$ cat config.mk
export PLATFORM = sky130hd
export DESIGN_NAME = cms_scanner
export DESIGN_NICKNAME = d
export VERILOG_FILES = /design/src/cms_sync.v /design/src/cms_fifo.v /design/src/cms_scanner.v
export VERILOG_INCLUDE_DIRS = /design/src
export SDC_FILE = /design/constraint.sdc
export NUM_CORES = 1
export LEC_CHECK = 0
export BUFFER_PORTS_ARGS = -buffer_cell sky130_fd_sc_hd__buf_2
export CAP_MARGIN = 0
export CORE_AREA = 2 2 211 213
export DETAILED_ROUTE_END_ITERATION = 12
export DIE_AREA = 0 0 213 215
export PLACE_DENSITY = 0.56
export SYNTH_ARGS = -nofsm -noshare
export SYNTH_HDL_FRONTEND = slang
export SYNTH_SLANG_ARGS = --single-unit
$ cat constraint.sdc
create_clock -name clk_sys_in -period 3.46 [get_ports clk_sys_in]
set_input_delay 0.519 -clock clk_sys_in [delete_from_list [all_inputs] [get_ports clk_sys_in]]
set_output_delay 0.519 -clock clk_sys_in [all_outputs]
set_load 0.02 [all_outputs]
$ cat src/cms_defs.vh
// Purpose : Constants for the CRC memory scanner: register offsets, fields, resets.
// Assumes : Byte-wide register port, 12-bit byte address.
// Notes   : Definitions only; included by the scanner top module.
`ifndef CMS_DEFS_VH
`define CMS_DEFS_VH

// ----------------------------------------------------------------------
// Register byte offsets
// ----------------------------------------------------------------------
`define CMS_OFS_POLY_L   12'h352
`define CMS_OFS_POLY_H   12'h353
`define CMS_OFS_POLY_U   12'h354
`define CMS_OFS_POLY_T   12'h355
`define CMS_OFS_CTRL     12'h360
`define CMS_OFS_TRIGGER_SOURCE_CODE     12'h361
`define CMS_OFS_CUR_L    12'h362
`define CMS_OFS_CUR_H    12'h363
`define CMS_OFS_CUR_U    12'h364
`define CMS_OFS_END_L    12'h365
`define CMS_OFS_END_H    12'h366
`define CMS_OFS_END_U    12'h367

// ----------------------------------------------------------------------
// Control byte fields
// ----------------------------------------------------------------------
`define CMS_BIT_EN       7
`define CMS_BIT_SCANNER_TRIGGER_ENABLE   6
`define CMS_BIT_GO       5
`define CMS_BIT_REGION   2
`define CMS_BIT_BURST    1
`define CMS_BIT_BUSY     0

// ----------------------------------------------------------------------
// Reset values and highest used trigger code
// ----------------------------------------------------------------------
`define CMS_POLY_RST     32'h0000_0000
`define CMS_CTRL_RST     8'h04
`define CMS_TRIGGER_SOURCE_CODE_RST     4'h0
`define CMS_CUR_RST      22'h00_0000
`define CMS_END_RST      22'h3f_ffff
`define CMS_TRIG_USED    4'hb

`endif

$ cat src/cms_sync.v
// Purpose : Two-flop synchroniser for a bundle of level inputs.
// Assumes : Inputs are asynchronous to clk_sys_in.
// Notes   : First stage feeds only the second stage.
`timescale 1ns/1ps
module cms_sync #(
  parameter WIDTH = 12
) (
  input  wire             clk_sys_in,
  input  wire             rst_n_in,
  input  wire [WIDTH-1:0] async_in,
  output reg  [WIDTH-1:0] sync_out
);

  reg [WIDTH-1:0] meta_q;

  // ----------------------------------------------------------------------
  // Two stages; the first is read by nothing else
  // ----------------------------------------------------------------------
  always @(posedge clk_sys_in) begin
    if (!rst_n_in) begin
      meta_q   <= {WIDTH{1'b0}};
      sync_out <= {WIDTH{1'b0}};
    end else begin
      meta_q   <= async_in;
      sync_out <= meta_q;
    end
  end

endmodule

$ cat src/cms_fifo.v
// Purpose : Word FIFO between memory fetch and CRC engine.
// Assumes : Single clock; DEPTH is a power of two.
// Notes   : Read word and valid come from registers (output stage).
`timescale 1ns/1ps
module cms_fifo #(
  parameter WIDTH = 16,
  parameter DEPTH = 16,
  parameter AW    = 4
) (
  input  wire             clk_sys_in,
  input  wire             rst_n_in,
  input  wire             in_valid_in,
  output wire             in_ready_out,
  input  wire [WIDTH-1:0] in_data_in,
  output reg              out_valid_out,
  input  wire             out_ready_in,
  output reg  [WIDTH-1:0] out_data_out
);

  reg [WIDTH-1:0] mem_q [0:DEPTH-1];
  reg [AW-1:0]    wr_ptr_q;
  reg [AW-1:0]    rd_ptr_q;
  reg [AW:0]      count_q;
  wire            push;
  wire            pop;

  // Honest full: the store refuses when every slot holds a word
  assign in_ready_out = (count_q != DEPTH[AW:0]);
  assign push         = in_valid_in & in_ready_out;
  // Refill the output stage when it is empty or being drained
  assign pop          = (count_q != {(AW+1){1'b0}}) & (~out_valid_out | out_ready_in);

  // ----------------------------------------------------------------------
  // Storage array, no reset needed for data
  // ----------------------------------------------------------------------
  always @(posedge clk_sys_in) begin
    if (push) begin
      mem_q[wr_ptr_q] <= in_data_in;
    end
  end

  // ----------------------------------------------------------------------
  // Pointers, count and registered output stage
  // ----------------------------------------------------------------------
  always @(posedge clk_sys_in) begin
    if (!rst_n_in) begin
      wr_ptr_q      <= {AW{1'b0}};
      rd_ptr_q      <= {AW{1'b0}};
      count_q       <= {(AW+1){1'b0}};
      out_valid_out <= 1'b0;
      out_data_out  <= {WIDTH{1'b0}};
    end else begin
      if (push) begin
        wr_ptr_q <= wr_ptr_q + {{(AW-1){1'b0}}, 1'b1};
      end
      if (pop) begin
        rd_ptr_q     <= rd_ptr_q + {{(AW-1){1'b0}}, 1'b1};
        out_data_out <= mem_q[rd_ptr_q];
      end
      if (push & ~pop) begin
        count_q <= count_q + {{AW{1'b0}}, 1'b1};
      end else if (pop & ~push) begin
        count_q <= count_q - {{AW{1'b0}}, 1'b1};
      end
      if (pop) begin
        out_valid_out <= 1'b1;
      end else if (out_ready_in) begin
        out_valid_out <= 1'b0;
      end
    end
  end

endmodule

$ cat src/cms_scanner.v
// Purpose : CRC memory scanner: walks flash or EEPROM and feeds the CRC engine.
// Assumes : Arbiter grant pulse completes the read at mem_addr_out that cycle.
// Notes   : Byte-wide register port; read data appear one cycle after strobe.
`timescale 1ns/1ps
`include "cms_defs.vh"
module cms_scanner #(
  parameter DATA_W = 16,
  parameter FIFO_D = 16,
  parameter FIFO_A = 4,
  parameter TRIG_N = 12
) (
  input  wire              clk_sys_in,
  input  wire              rst_n_in,
  // Register port
  input  wire [11:0]       reg_addr_in,
  input  wire [7:0]        reg_wdata_in,
  input  wire              reg_wr_in,
  input  wire              reg_rd_in,
  output reg  [7:0]        reg_rdata_out,
  // CRC engine status and data path
  input  wire              crc_go_a_in,
  input  wire              crc_ready_in,
  output wire              crc_valid_out,
  output wire [DATA_W-1:0] crc_data_out,
  output reg  [31:0]       poly_taps_out,
  // System memory arbiter
  output reg               mem_req_out,
  output reg  [21:0]       mem_addr_out,
  output reg               mem_region_out,
  input  wire              mem_grant_in,
  input  wire [DATA_W-1:0] mem_rdata_in,
  // Trigger sources, bit index equals source code
  input  wire [TRIG_N-1:0] trig_src_in
);

  // ----------------------------------------------------------------------
  // Control state
  // ----------------------------------------------------------------------
  reg              en_q;
  reg              scanner_trigger_enable_q;
  reg              go_q;
  reg              go_d;
  reg              region_q;
  reg              burst_q;
  reg              busy_q;
  reg  [3:0]       trigger_source_code_q;
  reg  [21:0]      cur_q;
  reg  [21:0]      end_q;
  reg              trig_prev_q;
  reg              trig_pend_q;
  reg              req_d;
  reg  [7:0]       rdata_d;
  wire [TRIG_N-1:0] trig_sync;
  wire             trig_level;
  wire             trig_rise;
  wire             fifo_ready;
  wire             fetch_ok;
  wire             past_end;
  wire             active;
  wire             wr_ctrl;
  wire             wr_addr_ok;

  // Control reset word kept whole so that single fields can be picked from
  // it without cutting a wider constant into a one-bit register
  localparam [7:0] CTRL_RST = `CMS_CTRL_RST;

  // ----------------------------------------------------------------------
  // Trigger inputs: synchronise, select, detect
  // ----------------------------------------------------------------------
  // Sources run from other clocks, so every one is synchronised first
  cms_sync #(
    .WIDTH (TRIG_N)
  ) u_sync (
    .clk_sys_in (clk_sys_in),
    .rst_n_in   (rst_n_in),
    .async_in   (trig_src_in),
    .sync_out   (trig_sync)
  );

  // Unused codes select a constant low, so they never fire
  assign trig_level = (trigger_source_code_q <= `CMS_TRIG_USED) ? trig_sync[trigger_source_code_q] : 1'b0;
  assign trig_rise  = trig_level & ~trig_prev_q;

  // ----------------------------------------------------------------------
  // Fetch path
  // ----------------------------------------------------------------------
  // Scanner runs only while enabled and go is set
  assign active   = en_q & go_q;
  assign past_end = (cur_q > end_q);
  // A grant is taken only while the FIFO has room; a grant seen with a full
  // FIFO is let pass and the same address is fetched again later.
  assign fetch_ok = mem_req_out & mem_grant_in & fifo_ready;

  // Fetched words wait here until the CRC engine takes them
  cms_fifo #(
    .WIDTH (DATA_W),
    .DEPTH (FIFO_D),
    .AW    (FIFO_A)
  ) u_fifo (
    .clk_sys_in    (clk_sys_in),
    .rst_n_in      (rst_n_in),
    .in_valid_in   (fetch_ok),
    .in_ready_out  (fifo_ready),
    .in_data_in    (mem_rdata_in),
    .out_valid_out (crc_valid_out),
    .out_ready_in  (crc_ready_in),
    .out_data_out  (crc_data_out)
  );

  // ----------------------------------------------------------------------
  // Request generation
  // ----------------------------------------------------------------------
  // The request is registered; the CRC path counts as able to accept data
  // while the FIFO has room. A word granted in this cycle ends the request
  // so only one access is outstanding in the non-burst modes.
  always @* begin
    req_d = 1'b0;
    if (active && !past_end && go_d) begin
      if (burst_q) begin
        // Burst holds the request, but a word taken at the end address must
        // close it now: the registered request would otherwise stay up one
        // more cycle and fetch the location past the end.
        req_d = ~(fetch_ok & (cur_q == end_q));
      end else if (scanner_trigger_enable_q) begin
        req_d = fifo_ready & (trig_pend_q | trig_rise) & ~fetch_ok;
      end else begin
        req_d = fifo_ready & ~fetch_ok;
      end
    end
  end

  // Sticky trigger: one edge arms exactly one fetch; a new edge wins
  // over the clear of the same cycle so no trigger is lost
  always @(posedge clk_sys_in) begin
    if (!rst_n_in) begin
      trig_prev_q <= 1'b0;
      trig_pend_q <= 1'b0;
    end else begin
      trig_prev_q <= trig_level;
      if (trig_rise) begin
        trig_pend_q <= 1'b1;
      end else if (fetch_ok || !active) begin
        trig_pend_q <= 1'b0;
      end
    end
  end

  // ----------------------------------------------------------------------
  // Go bit next value
  // ----------------------------------------------------------------------
  // Software write sets or clears; hardware clears at end of scan or when
  // the CRC engine stops. End only counts with no fetch in flight.
  always @* begin
    go_d = go_q;
    if (wr_ctrl) begin
      go_d = reg_wdata_in[`CMS_BIT_GO];
    end
    if (go_q && past_end && !mem_req_out) begin
      go_d = 1'b0;
    end
    if (!crc_go_a_in) begin
      go_d = 1'b0;
    end
  end

  // ----------------------------------------------------------------------
  // Register writes
  // ----------------------------------------------------------------------
  assign wr_ctrl    = reg_wr_in & (reg_addr_in == `CMS_OFS_CTRL);
  // Address registers are locked while a scan is set up or running
  assign wr_addr_ok = reg_wr_in & ~go_q;

  always @(posedge clk_sys_in) begin
    if (!rst_n_in) begin
      poly_taps_out <= `CMS_POLY_RST;
      en_q          <= 1'b0;
      scanner_trigger_enable_q      <= 1'b0;
      go_q          <= 1'b0;
      region_q      <= CTRL_RST[`CMS_BIT_REGION];
      burst_q       <= 1'b0;
      trigger_source_code_q        <= `CMS_TRIGGER_SOURCE_CODE_RST;
      cur_q         <= `CMS_CUR_RST;
      end_q         <= `CMS_END_RST;
    end else begin
      go_q <= go_d;
      if (reg_wr_in) begin
        case (reg_addr_in)
          `CMS_OFS_POLY_L: poly_taps_out[7:0]   <= reg_wdata_in;
          `CMS_OFS_POLY_H: poly_taps_out[15:8]  <= reg_wdata_in;
          `CMS_OFS_POLY_U: poly_taps_out[23:16] <= reg_wdata_in;
          `CMS_OFS_POLY_T: poly_taps_out[31:24] <= reg_wdata_in;
          `CMS_OFS_CTRL: begin
            // Clearing enable touches no other register
            en_q     <= reg_wdata_in[`CMS_BIT_EN];
            scanner_trigger_enable_q <= reg_wdata_in[`CMS_BIT_SCANNER_TRIGGER_ENABLE];
            region_q <= reg_wdata_in[`CMS_BIT_REGION];
            burst_q  <= reg_wdata_in[`CMS_BIT_BURST];
          end
          `CMS_OFS_TRIGGER_SOURCE_CODE: trigger_source_code_q <= reg_wdata_in[3:0];
          default: begin
          end
        endcase
      end
      // Address bytes: ignored while go is set
      if (wr_addr_ok) begin
        case (reg_addr_in)
          `CMS_OFS_CUR_L: cur_q[7:0]   <= reg_wdata_in;
          `CMS_OFS_CUR_H: cur_q[15:8]  <= reg_wdata_in;
          `CMS_OFS_CUR_U: cur_q[21:16] <= reg_wdata_in[5:0];
          `CMS_OFS_END_L: end_q[7:0]   <= reg_wdata_in;
          `CMS_OFS_END_H: end_q[15:8]  <= reg_wdata_in;
          `CMS_OFS_END_U: end_q[21:16] <= reg_wdata_in[5:0];
          default: begin
          end
        endcase
      end else if (fetch_ok) begin
        // Each delivered word advances the walk by one location
        cur_q <= cur_q + 22'h00_0001;
      end
    end
  end

  // ----------------------------------------------------------------------
  // Arbiter side outputs
  // ----------------------------------------------------------------------
  // Busy mirrors an open access, so it drops as soon as the cycle ends
  always @(posedge clk_sys_in) begin
    if (!rst_n_in) begin
      mem_req_out    <= 1'b0;
      busy_q         <= 1'b0;
      mem_addr_out   <= `CMS_CUR_RST;
      mem_region_out <= CTRL_RST[`CMS_BIT_REGION];
    end else begin
      mem_req_out    <= req_d;
      busy_q         <= req_d;
      mem_region_out <= region_q;
      // Address follows the counter, including the step after a fetch
      if (fetch_ok && !wr_addr_ok) begin
        mem_addr_out <= cur_q + 22'h00_0001;
      end else begin
        mem_addr_out <= cur_q;
      end
    end
  end

  // ----------------------------------------------------------------------
  // Register reads
  // ----------------------------------------------------------------------
  // Unmapped offsets read zero; reserved control bits read zero
  always @* begin
    rdata_d = 8'h00;
    case (reg_addr_in)
      `CMS_OFS_POLY_L: rdata_d = poly_taps_out[7:0];
      `CMS_OFS_POLY_H: rdata_d = poly_taps_out[15:8];
      `CMS_OFS_POLY_U: rdata_d = poly_taps_out[23:16];
      `CMS_OFS_POLY_T: rdata_d = poly_taps_out[31:24];
      `CMS_OFS_CTRL: begin
        rdata_d[`CMS_BIT_EN]     = en_q;
        rdata_d[`CMS_BIT_SCANNER_TRIGGER_ENABLE] = scanner_trigger_enable_q;
        rdata_d[`CMS_BIT_GO]     = go_q;
        rdata_d[`CMS_BIT_REGION] = region_q;
        rdata_d[`CMS_BIT_BURST]  = burst_q;
        rdata_d[`CMS_BIT_BUSY]   = busy_q;
      end
      `CMS_OFS_TRIGGER_SOURCE_CODE:  rdata_d = {4'h0, trigger_source_code_q};
      `CMS_OFS_CUR_L: rdata_d = cur_q[7:0];
      `CMS_OFS_CUR_H: rdata_d = cur_q[15:8];
      `CMS_OFS_CUR_U: rdata_d = {2'b00, cur_q[21:16]};
      `CMS_OFS_END_L: rdata_d = end_q[7:0];
      `CMS_OFS_END_H: rdata_d = end_q[15:8];
      `CMS_OFS_END_U: rdata_d = {2'b00, end_q[21:16]};
      default:        rdata_d = 8'h00;
    endcase
  end

  // Read data stand only in the cycle after the strobe
  always @(posedge clk_sys_in) begin
    if (!rst_n_in) begin
      reg_rdata_out <= 8'h00;
    end else if (reg_rd_in) begin
      reg_rdata_out <= rdata_d;
    end else begin
      reg_rdata_out <= 8'h00;
    end
  end

endmodule

Word-level counts from Yosys, hierarchy flattened:

Memory sizes are Yosys's and may differ from the RTL's. A register that Yosys moved wholly into a read port is not among the register bits.
Cells that the tools add are included.

* bits in registers: 157
* bits in latches: 0
* memory bits (writable): 256
* memory bits (read-only): 0
* bits of input ports: 55
* output and inout bits: 81
* word-level logic and storage cells: 132
* memories kept: 1

* add/sub/neg operators: 5
* multiply operators: 0
* div/mod/pow operators: 0
* magnitude comparators: 3
* equality and inequality tests: 17
* shift operators: 0
* muxes and demuxes: 25
* bitwise operators: 23
* reduce and logical (&&, ||, !) cells: 30

Memory list
* u_fifo.mem_q: depth 16, bits a word 16, read ports 1, clocked after Yosys merged registers in 1, write ports 1, RTL line cms_fifo.v:20 `reg [WIDTH-1:0] mem_q [0:DEPTH-1];`

Operator list (count)
* $eq A12 B10 Y1 const B: 12
* $mux W22: 3
* $pmux W3 S12: 1
* $pmux W3 S11: 1
* $reduce_and A2 Y1: 14
* $add A22 B1 Y22 const B: 1
* $eq A22 B22 Y1: 1
* $gt A22 B22 Y1: 1
* $pmux W2 S11: 1
* $mux W8: 2
* $and A1 B1 Y1: 14
* $mux W1: 13
* $mux W5: 2
* $add A4 B1 Y4 const B: 2
* $reduce_bool A2 Y1: 4
* $not A1 Y1: 7
* $mux W6: 1
* $ne A2 B1 Y1 const B: 3
* $add A5 B1 Y5 const B: 1
* $logic_and A1 B1 Y1: 5
* $logic_not A1 Y1: 5
* $lt A4 B5 Y1 const B: 1
* $ne A5 B5 Y1 const B: 1
* $reduce_bool A5 Y1: 1
* 5 further kinds: 6

Logic depth before layout (Yosys ltp):

Gate-level depths: netlist of the first run.

* depth after elaboration: 9
* mapped depth: 13
* gate-level depth less buffers: 12

Hierarchy:

Synthesis of the first run repeated with hierarchy kept, for this count alone.

* cells, all modules: 1458
* area total of the unflattened synthesis: 18368.9 µm²

Modules (own cells, without submodules)
* cms_fifo: times used 1, cells each 605, area each 11093.1 µm², seq. area each 8287.9 µm²
* cms_scanner: times used 1, cells each 803, area each 6600.1 µm², seq. area each 2382.3 µm²
* cms_sync: times used 1, cells each 50, area each 675.6 µm², seq. area each 480.5 µm²

Worst setup path after synthesis of the first run:

OpenSTA, ideal clock, no wires.

* kind: reg-to-reg
* start: reg u_fifo.count_q[0]
* end: reg u_fifo.count_q[4]
* setup time: 76 ps
* data arrival time: 2765 ps
* data required time: 3384 ps
* slack: 619 ps
* cell stages (with the launch flop): 14
* path buffers: 1
* clock period less this slack: 2841 ps
* cells stage by stage: dfxtp_1 nor4_2 nor2b_1 nor2b_1 clkbuf_1 inv_1 ha_1 inv_1 fa_1 a21o_1 a21oi_1 xnor2_1 or3_1 a21boi_0

* longest elaborated chain between the ends: 6
* elaborated cells on any way between the ends: 14
* those cells by class: 2 x add/sub; 1 x eq/ne; 2 x mux; 7 x bitwise; 2 x reduce/logical

Ends and longest elaborated chain
* start, declared: RTL line cms_fifo.v:23 `reg [AW:0] count_q;`
* start signal, assigned: RTL line cms_fifo.v:49 `count_q <= {(AW+1){1'b0}};`
* start signal, assigned: RTL line cms_fifo.v:61 `count_q <= count_q + {{AW{1'b0}}, 1'b1};`
* start signal, assigned: RTL line cms_fifo.v:63 `count_q <= count_q - {{AW{1'b0}}, 1'b1};`
* branches (longest 6 deep; another with $sub A5 B1 Y5)

Parallel ways; which one is timed is not known. The select of a mux whose other input is x is not followed.
A chain may end at the register's enable or synchronous reset.

Worst setup path after layout of the first run:

Same ends and word-level chain as after synthesis.

==> flow_metrics.tcl, run 1 <==
set metrics [dict create \
    synth_cell_types 70 \
    htree_levels 2 \
    ctsRootBufferMaster "clkbuf_16" \
    hold_buffers 0 \
    synthToLayoutAreaGrowth_pct 17.7 \
    setup_viol 0 \
    status "finished clean" \
    drt-initial-drc-count 1011 \
    wl_per_cell_um 22.2 \
    cts_resized 0 \
    grt_first_pass_wirelength_um 71800 \
    routed_wl_um 47700 \
    synth_area_um2 18100 \
    p_total_mw 13.4 \
    diodes 0 \
    post-route-min-period_ps 2930 \
    fin_area_um2 21400 \
    synth_area_per_cell_um2 13.2 \
    cpMostUsedCell "inv_1" \
    grt_antenna_before_repair 2 \
    final_nets 1605 \
    slowest_delay_ps 520 \
    place_congestion 0.940 \
    setup-tns-final_ps 0 \
    numCtsBuffers 47 \
    via_per_inst 5.42 \
    crit_fanout 4 \
    ir_drop_mv 0.454 \
    skew_ps 41.8 \
    yosysSeqAreaShare 0.615 \
    hold_viol 0 \
    ys_ff_latch 429 \
    arrival_ps 3460 \
    grt_overflow 0 \
    drive_gt1_frac 0.243 \
    worstSetupStartpointType "register" \
    worst_pin_slew_ps 766 \
    grtUsageTotal 0.210 \
    ant_nets 0 \
    power_density_nw_per_um2 627 \
    initial_utilization 0.416 \
    rsz0062_at_grt "no" \
    numClockSinks 429 \
    postCtsSetupRepairBufs 0 \
    max_freq_ghz 0.341 \
    grt_pass1_vias 11500 \
    ios 136 \
    grt_max_degree 68 \
    hp-class "input pin to register" \
    fp.dieW_um 213 \
    period_share 0.847 \
    portBuffers 135 \
    clk_pin_slew_worst_paths_ps 60 \
    clk_latency_ps 620 \
    vias 11600 \
    postPlaceCellArea_um2 19600 \
    async_flop_share 0 \
    p_leak_nw 7.77 \
    drt_pass1_iterations 6 \
    max_slew_margin 0.489 \
    synth_cells 1377 \
    die_h_um 215 \
    die-area_um2 45800 \
    std_cell_rows 77 \
    cp_data_required_time_ps 3990 \
    maxCapViolCount 0 \
    synth_fp_nets 1465 \
    slew_viol_final 0 \
    crit_type "register to register" \
    cts_tree "built" \
    route.detailed.drc 0 \
    worstSetupEndpointType "register" \
    holdWs_ps 115 \
    dp_hpwl_um 30600 \
    cp_slowest_cell "nor4_2" \
    synth_edf_count 256 \
    synth_flop_cell "edfxtp_1" \
    core_um2 43600 \
    synth_warnings 0 \
    clk_path_buf_depth 3 \
    crit_chain "nor4_2 -> nor2b_1 -> nor2b_2 -> inv_1 -> ha_1 -> inv_1 -> fa_1 -> a21o_1 -> a21oi_1 -> xnor2_1 -> or3_1 -> a21boi_0" \
]
## final cells by class
type	count	area, µm²
fill	3868	22300
multi-input combinational	826	6540
timing repair buffer	177	1020
sequential	429	11200
inverter	36	135
tap	592	741
clock inverter	23	410
clock buffer	65	1350
## cells by family after synthesis
| kind of cell | count (synthesis) | synth area share |
|---|---|---|
| xor gates and xnor gates | 26 | 0.0126 |
| and+or+nand+nor | 430 | 0.117 |
| DFF | 429 | 0.615 |
| adders and majority gates | 33 | 0.0232 |
| AOI/OAI and AO/OA | 226 | 0.0854 |
| muxes | 111 | 0.119 |
| buffers and inverters | 122 | 0.0280 |
## synth_stat cells, types with 11 or more instances
master,number,share of area
mux4_2,84,0.10
clkbuf_1,54,0.011
o211ai_1,18,0.0074
dfxtp_1,173,0.19
a31oi_1,11,0.0038
nor2_1,40,0.0083
nand2_1,184,0.038
xnor2_1,16,0.0077
a21oi_1,27,0.0074
buf_2,24,0.0066
ha_1,32,0.022
edfxtp_1,256,0.42
a21o_1,11,0.0046
a21boi_0,47,0.019
nand3_1,47,0.013
o21ai_1,16,0.0044
inv_1,35,0.0072
o21ai_0,34,0.0094
nor2b_1,22,0.0076
and3_1,12,0.0041
and2_1,52,0.018
nor3_1,21,0.0058
mux2i_1,24,0.013
## sequential cells by signal, summed over array words and instances, names as in the netlist, 4 cells and up
register,flops
u_fifo.mem_q,256
poly_taps_out,32
cur_q,22
end_q,22
mem_addr_out,22
u_fifo.out_data_out,16
u_sync.meta_q,12
u_sync.sync_out,12
reg_rdata_out,8
u_fifo.count_q,5
trigger_source_code_q,4
u_fifo.rd_ptr_q,4
u_fifo.wr_ptr_q,4
## cells in the final DEF (no fill, tap or decap), types with 11 or more instances in the layout
cell,netlist,routed
a21boi_0,47,47
nor2_1,40,28
buf_4,5,41
buf_2,24,134
dfxtp_1,173,171
nor3_1,21,17
a21o_1,11,11
ha_1,32,32
a31oi_1,11,11
clkbuf_16,0,47
and3_1,12,12
edfxtp_1,256,256
o21ai_0,34,34
nand3_1,47,47
a21oi_1,27,27
nor2b_1,22,20
clkbuf_8,0,11
xnor2_1,16,16
and2_1,52,52
o211ai_1,18,18
mux2i_1,24,24
o21ai_1,16,16
inv_1,35,35
nor2_2,0,12
mux4_2,84,84
nand2_1,184,184
## per-stage QoR
step,setup WS [ps],utilization,cells
after floorplan,619,-,1377
after global placement,542,0.449,2060
after detailed placement,501,0.449,2060
after CTS,483,0.489,2148
after global routing,276,0.489,2148
final,528,0.489,2148
## worst max-delay path, delay by kind of cell, from the launching register on
kind	cells	cell delay, ps
AOI/OAI and AO/OA	3	520
and+or+nand+nor	4	1110
xor gates and xnor gates	1	80
adders and majority gates	2	600
buffers and inverters	2	160
DFF	1	360
## path summary, 6_finish.rpt
check        slack [ps]  cells past startpoint                        endpoint                           start
max                 530                     12  u_fifo.count_q[4]$_SDFFE_PN0P_  u_fifo.count_q[0]$_SDFFE_PN0P_
min                 110                      2     u_sync.meta_q[4]$_SDFF_PN0_                  trig_src_in[4]
max reg2reg         530                     12  u_fifo.count_q[4]$_SDFFE_PN0P_  u_fifo.count_q[0]$_SDFFE_PN0P_
min reg2reg         410                      1  u_sync.sync_out[10]$_SDFF_PN0_    u_sync.meta_q[10]$_SDFF_PN0_
## routing by layer
layer	routed length, µm	GRT usage	vias to the layer above	part of all wire
met4	1400	0.0732	4	0.029
met1	19700	0.274	5781	0.41
li1	-	-	5432	-
met5	28	0	-	0.00059
met3	2750	0.0332	88	0.058
met2	23700	0.354	344	0.50
## report_power, final
group | internal, mW | total [mW] | switching (mW)
clock | 3.44 | 5.55 | 2.12
sequential | 5.56 | 5.71 | 0.155
combinational | 1.03 | 2.13 | 1.10
No activity file was read; power rests on OpenSTA's default activity.
==> run 2, diff against run 1 <==
--- a/config.mk
+++ b/config.mk
@@ -6,12 +6,13 @@
 export SDC_FILE = /design/constraint.sdc
 export NUM_CORES = 1
 export LEC_CHECK = 0
+export ABC_AREA = 1
 export BUFFER_PORTS_ARGS = -buffer_cell sky130_fd_sc_hd__buf_2
 export CAP_MARGIN = 0
-export CORE_AREA = 2 2 211 213
+export CORE_AREA = 2 2 214 216
 export DETAILED_ROUTE_END_ITERATION = 12
-export DIE_AREA = 0 0 213 215
-export PLACE_DENSITY = 0.56
+export DIE_AREA = 0 0 216 218
+export PLACE_DENSITY = 0.55
 export SYNTH_ARGS = -nofsm -noshare
 export SYNTH_HDL_FRONTEND = slang
 export SYNTH_SLANG_ARGS = --single-unit
==> constraint.sdc (replaced) <==
create_clock -name clk_sys_in -period 3.03 [get_ports clk_sys_in]
set_input_delay 0.4545 -clock clk_sys_in [delete_from_list [all_inputs] [get_ports clk_sys_in]]
set_output_delay 0.4545 -clock clk_sys_in [all_outputs]
set_load 0.02 [all_outputs]
==> flow_metrics.tcl, run 2 <==
set metrics [dict create \
    hold_buffers 0 \
    final_cell_mix "nor2_1 (262), edfxtp_1 (256), o21ai_0 (229)" \
    grt_overflow 0 \
    initial_utilization 0.413 \
    clk_latency_ps 590 \
    path_buf_inv 3 \
    cp_slowest_cell "fa_1" \
    clk_path_buf_depth 3 \
    route.detailed.drc 0 \
    synth_area_per_cell_um2 9.68 \
    nFillCells 4298 \
    arrival_ps 3090 \
    reg2reg_depth 14 \
    setup-tns-final_ps 0 \
    grt_max_degree 90 \
    multi_input_area_um2 6210 \
    crit_type "register to register" \
    max_freq_ghz 0.384 \
    netlist.area_leader.share 0.414 \
    core_um2 44900 \
    synth_cells 1917 \
    dp_hpwl_um 36100 \
    drive_gt1_frac 0.149 \
    netlist.top_cell.by_area "edfxtp_1" \
    pwr-share-clk 0.372 \
    crit_fanout 7 \
    power_frac_comb 0.191 \
    numClockSinks 429 \
    final_common_cell "nor2_1" \
    synth_area_um2 18600 \
    die-area_um2 47100 \
    cts_resized 0 \
    die_h_um 218 \
    yosys-top-cells-count "nor2_1 (278), edfxtp_1 (256), o21ai_0 (229)" \
    p_seq_frac 0.437 \
    crit_chain "inv_1 -> nand4_1 -> nand2_2 -> inv_1 -> ha_1 -> inv_1 -> fa_1 -> a21o_1 -> a21oi_1 -> nor2_1 -> nor2_1 -> nand2_1 -> o21ai_0 -> a21oi_1" \
    reg_top3 "u_fifo.mem_q x256, poly_taps_out x32" \
    worstSetupStartpointType "register" \
    slew_viol_final 0 \
    rsz0062_at_grt "no" \
    synthTopCellsByArea "edfxtp_1 (41%), dfxtp_1 (19%), o21ai_0 (6.2%), nor2_1 (5.6%), nand2_1 (4.6%)" \
    cts_tree "built" \
    p_leak_nw 8.70 \
    ff2ff_setup_slack_ps 430 \
    setup_viol 0 \
    worstSetupEndpointType "register" \
    p_sw_mw 4.49 \
    p_sw_frac 0.302 \
    wl_met1_um 23700 \
    cpMostUsedCell "inv_1" \
    hold_viol 0 \
    final_nets 2140 \
    clk_pin_slew_worst_paths_ps 60 \
    portBuffers 135 \
    numCtsBuffers 47 \
    grtUsageTotal 0.234 \
    synth_fp_nets 2005 \
    status "finished clean" \
    postPlaceCellArea_um2 19900 \
    wl_met2_um 27400 \
    holdPathEnd "u_sync.meta_q[7]$_SDFF_PN0_" \
    r2r-end "u_fifo.count_q[4]$_SDFFE_PN0P_" \
    synthToLayoutAreaGrowth_pct 15.5 \
    routed_wl_um 55300 \
    hold_start "trig_src_in[7]" \
    cp_data_required_time_ps 3510 \
    power_density_nw_per_um2 693 \
    synth_edf_count 256 \
    drt_pass1_iterations 5 \
    yosysSeqAreaShare 0.601 \
    synth_cell_types 43 \
    diodes 0 \
    ff_latch_area_um2 11200 \
    grt_pass1_vias 14000 \
    grt_first_pass_wirelength_um 83600 \
    fp.dieW_um 216 \
    holdPathStages 3 \
    htree_levels 2 \
    synthMostInstantiatedCell "nor2_1" \
    std_cell_rows 78 \
    via_per_inst 5.30 \
    max_slew_margin 0.332 \
    maxUsedRoutingLayer "met4" \
    ant_nets 0 \
    ctsRootBufferMaster "clkbuf_16" \
    ios 136 \
    drt-initial-drc-count 1229 \
    hp-class "input pin to register" \
    place_congestion 0.894 \
    r2r-start "u_fifo.count_q[0]$_SDFFE_PN0P_" \
    period_share 0.859 \
    skew_ps 36.0 \
    grt_antenna_before_repair 2 \
    synth_flop_cell "edfxtp_1" \
    wl_met3_um 2440 \
    vias 14300 \
    wl_per_cell_um 20.5 \
    postCtsSetupRepairBufs 0 \
    slowest_delay_ps 410 \
    largest_register_ffs 256 \
    ys_ff_latch 429 \
    maxCapViolCount 0 \
    ir_drop_mv 0.701 \
    async_flop_share 0 \
    critPathTopFamily "adder cells" \
    post-route-min-period_ps 2600 \
    top_register "u_fifo.mem_q" \
    p_int_mw 10.4 \
    synth_warnings 0 \
    fin_area_um2 21400 \
    worst_pin_slew_ps 1000 \
]
-- run 2: cell count changes in the layout (fill, tap and decap cells not counted), moves of 47 or more --
cell | previous run | this run
and2_1 | 52 | 0
o221ai_1 | 1 | 63
nand3_1 | 47 | 117
mux4_2 | 84 | 0
o21ai_0 | 34 | 229
nor2_1 | 28 | 262
a21boi_0 | 47 | 0
a21oi_1 | 27 | 101
inv_1 | 35 | 198
-- run 2: area by class of cell --
type | count | area share
sequential | 429 | 0.521
multi-input combinational | 1183 | 0.290
clock buffer | 65 | 0.0609
timing repair buffer | 178 | 0.0479
inverter | 213 | 0.0374
tap | 600 | 0.0350
clock inverter | 23 | 0.00835
-- run 2: how the worst max path moves through the flow --
stage,from,to,depth (start not counted)
floorplan,busy_q$_SDFF_PN0_,u_fifo.count_q[4]$_SDFFE_PN0P_,14
detailed placement,mem_grant_in,u_fifo.count_q[4]$_SDFFE_PN0P_,15
finish,u_fifo.count_q[0]$_SDFFE_PN0P_,u_fifo.count_q[4]$_SDFFE_PN0P_,14
global route,u_fifo.count_q[1]$_SDFFE_PN0P_,u_fifo.count_q[4]$_SDFFE_PN0P_,14
global placement,mem_grant_in,u_fifo.count_q[4]$_SDFFE_PN0P_,15
CTS,u_fifo.count_q[0]$_SDFFE_PN0P_,u_fifo.count_q[4]$_SDFFE_PN0P_,14
-- run 2: logic make-up after synthesis --
logic type	Yosys count	synth area share
compound gates	449	0.141
xor+xnor	19	0.00897
fa+ha+maj	33	0.0227
buf+inv	305	0.0664
flops	429	0.601
simple gates	682	0.160
-- run 2: power by group through the flow --
stage	sequential [mW]	clock, mW	combinational, mW
after global routing	6.51	5.86	3.20
after floorplan	6.64	0	1.89
after global placement	6.61	0	2.82
final	6.49	5.53	2.84
after CTS	6.49	5.64	2.86
after detailed placement	6.62	0	2.85
-- run 2: stage by stage --
step | utilization | power (mW) | std cells | hold WS (ps) | worst slack, ps
after floorplan | - | 8.53 | 1917 | 390 | 735
after global placement | 0.444 | 9.43 | 2603 | 402 | 406
after detailed placement | 0.444 | 9.47 | 2603 | 396 | 405
after CTS | 0.477 | 15.0 | 2691 | 42.9 | 461
after global routing | 0.477 | 15.6 | 2691 | 65.5 | 156
final | 0.477 | 14.9 | 2691 | 69.5 | 427
-- run 2: routing by layer --
layer	GRT usage	vias up
met4	0.0756	0
li1	-	6901
met3	0.0353	93
met1	0.299	6899
met5	0	-
met2	0.409	370
-- run 2: worst reg2reg max path: stages, from the launching register on --
cell and delay [ps]:
dfxtp_1 370, inv_1 110, nand4_1 180, nand2_2 150
inv_1 200, ha_1 230, inv_1 120, fa_1 410
a21o_1 200, a21oi_1 160, nor2_1 60, nor2_1 80
nand2_1 70, o21ai_0 150, a21oi_1 50
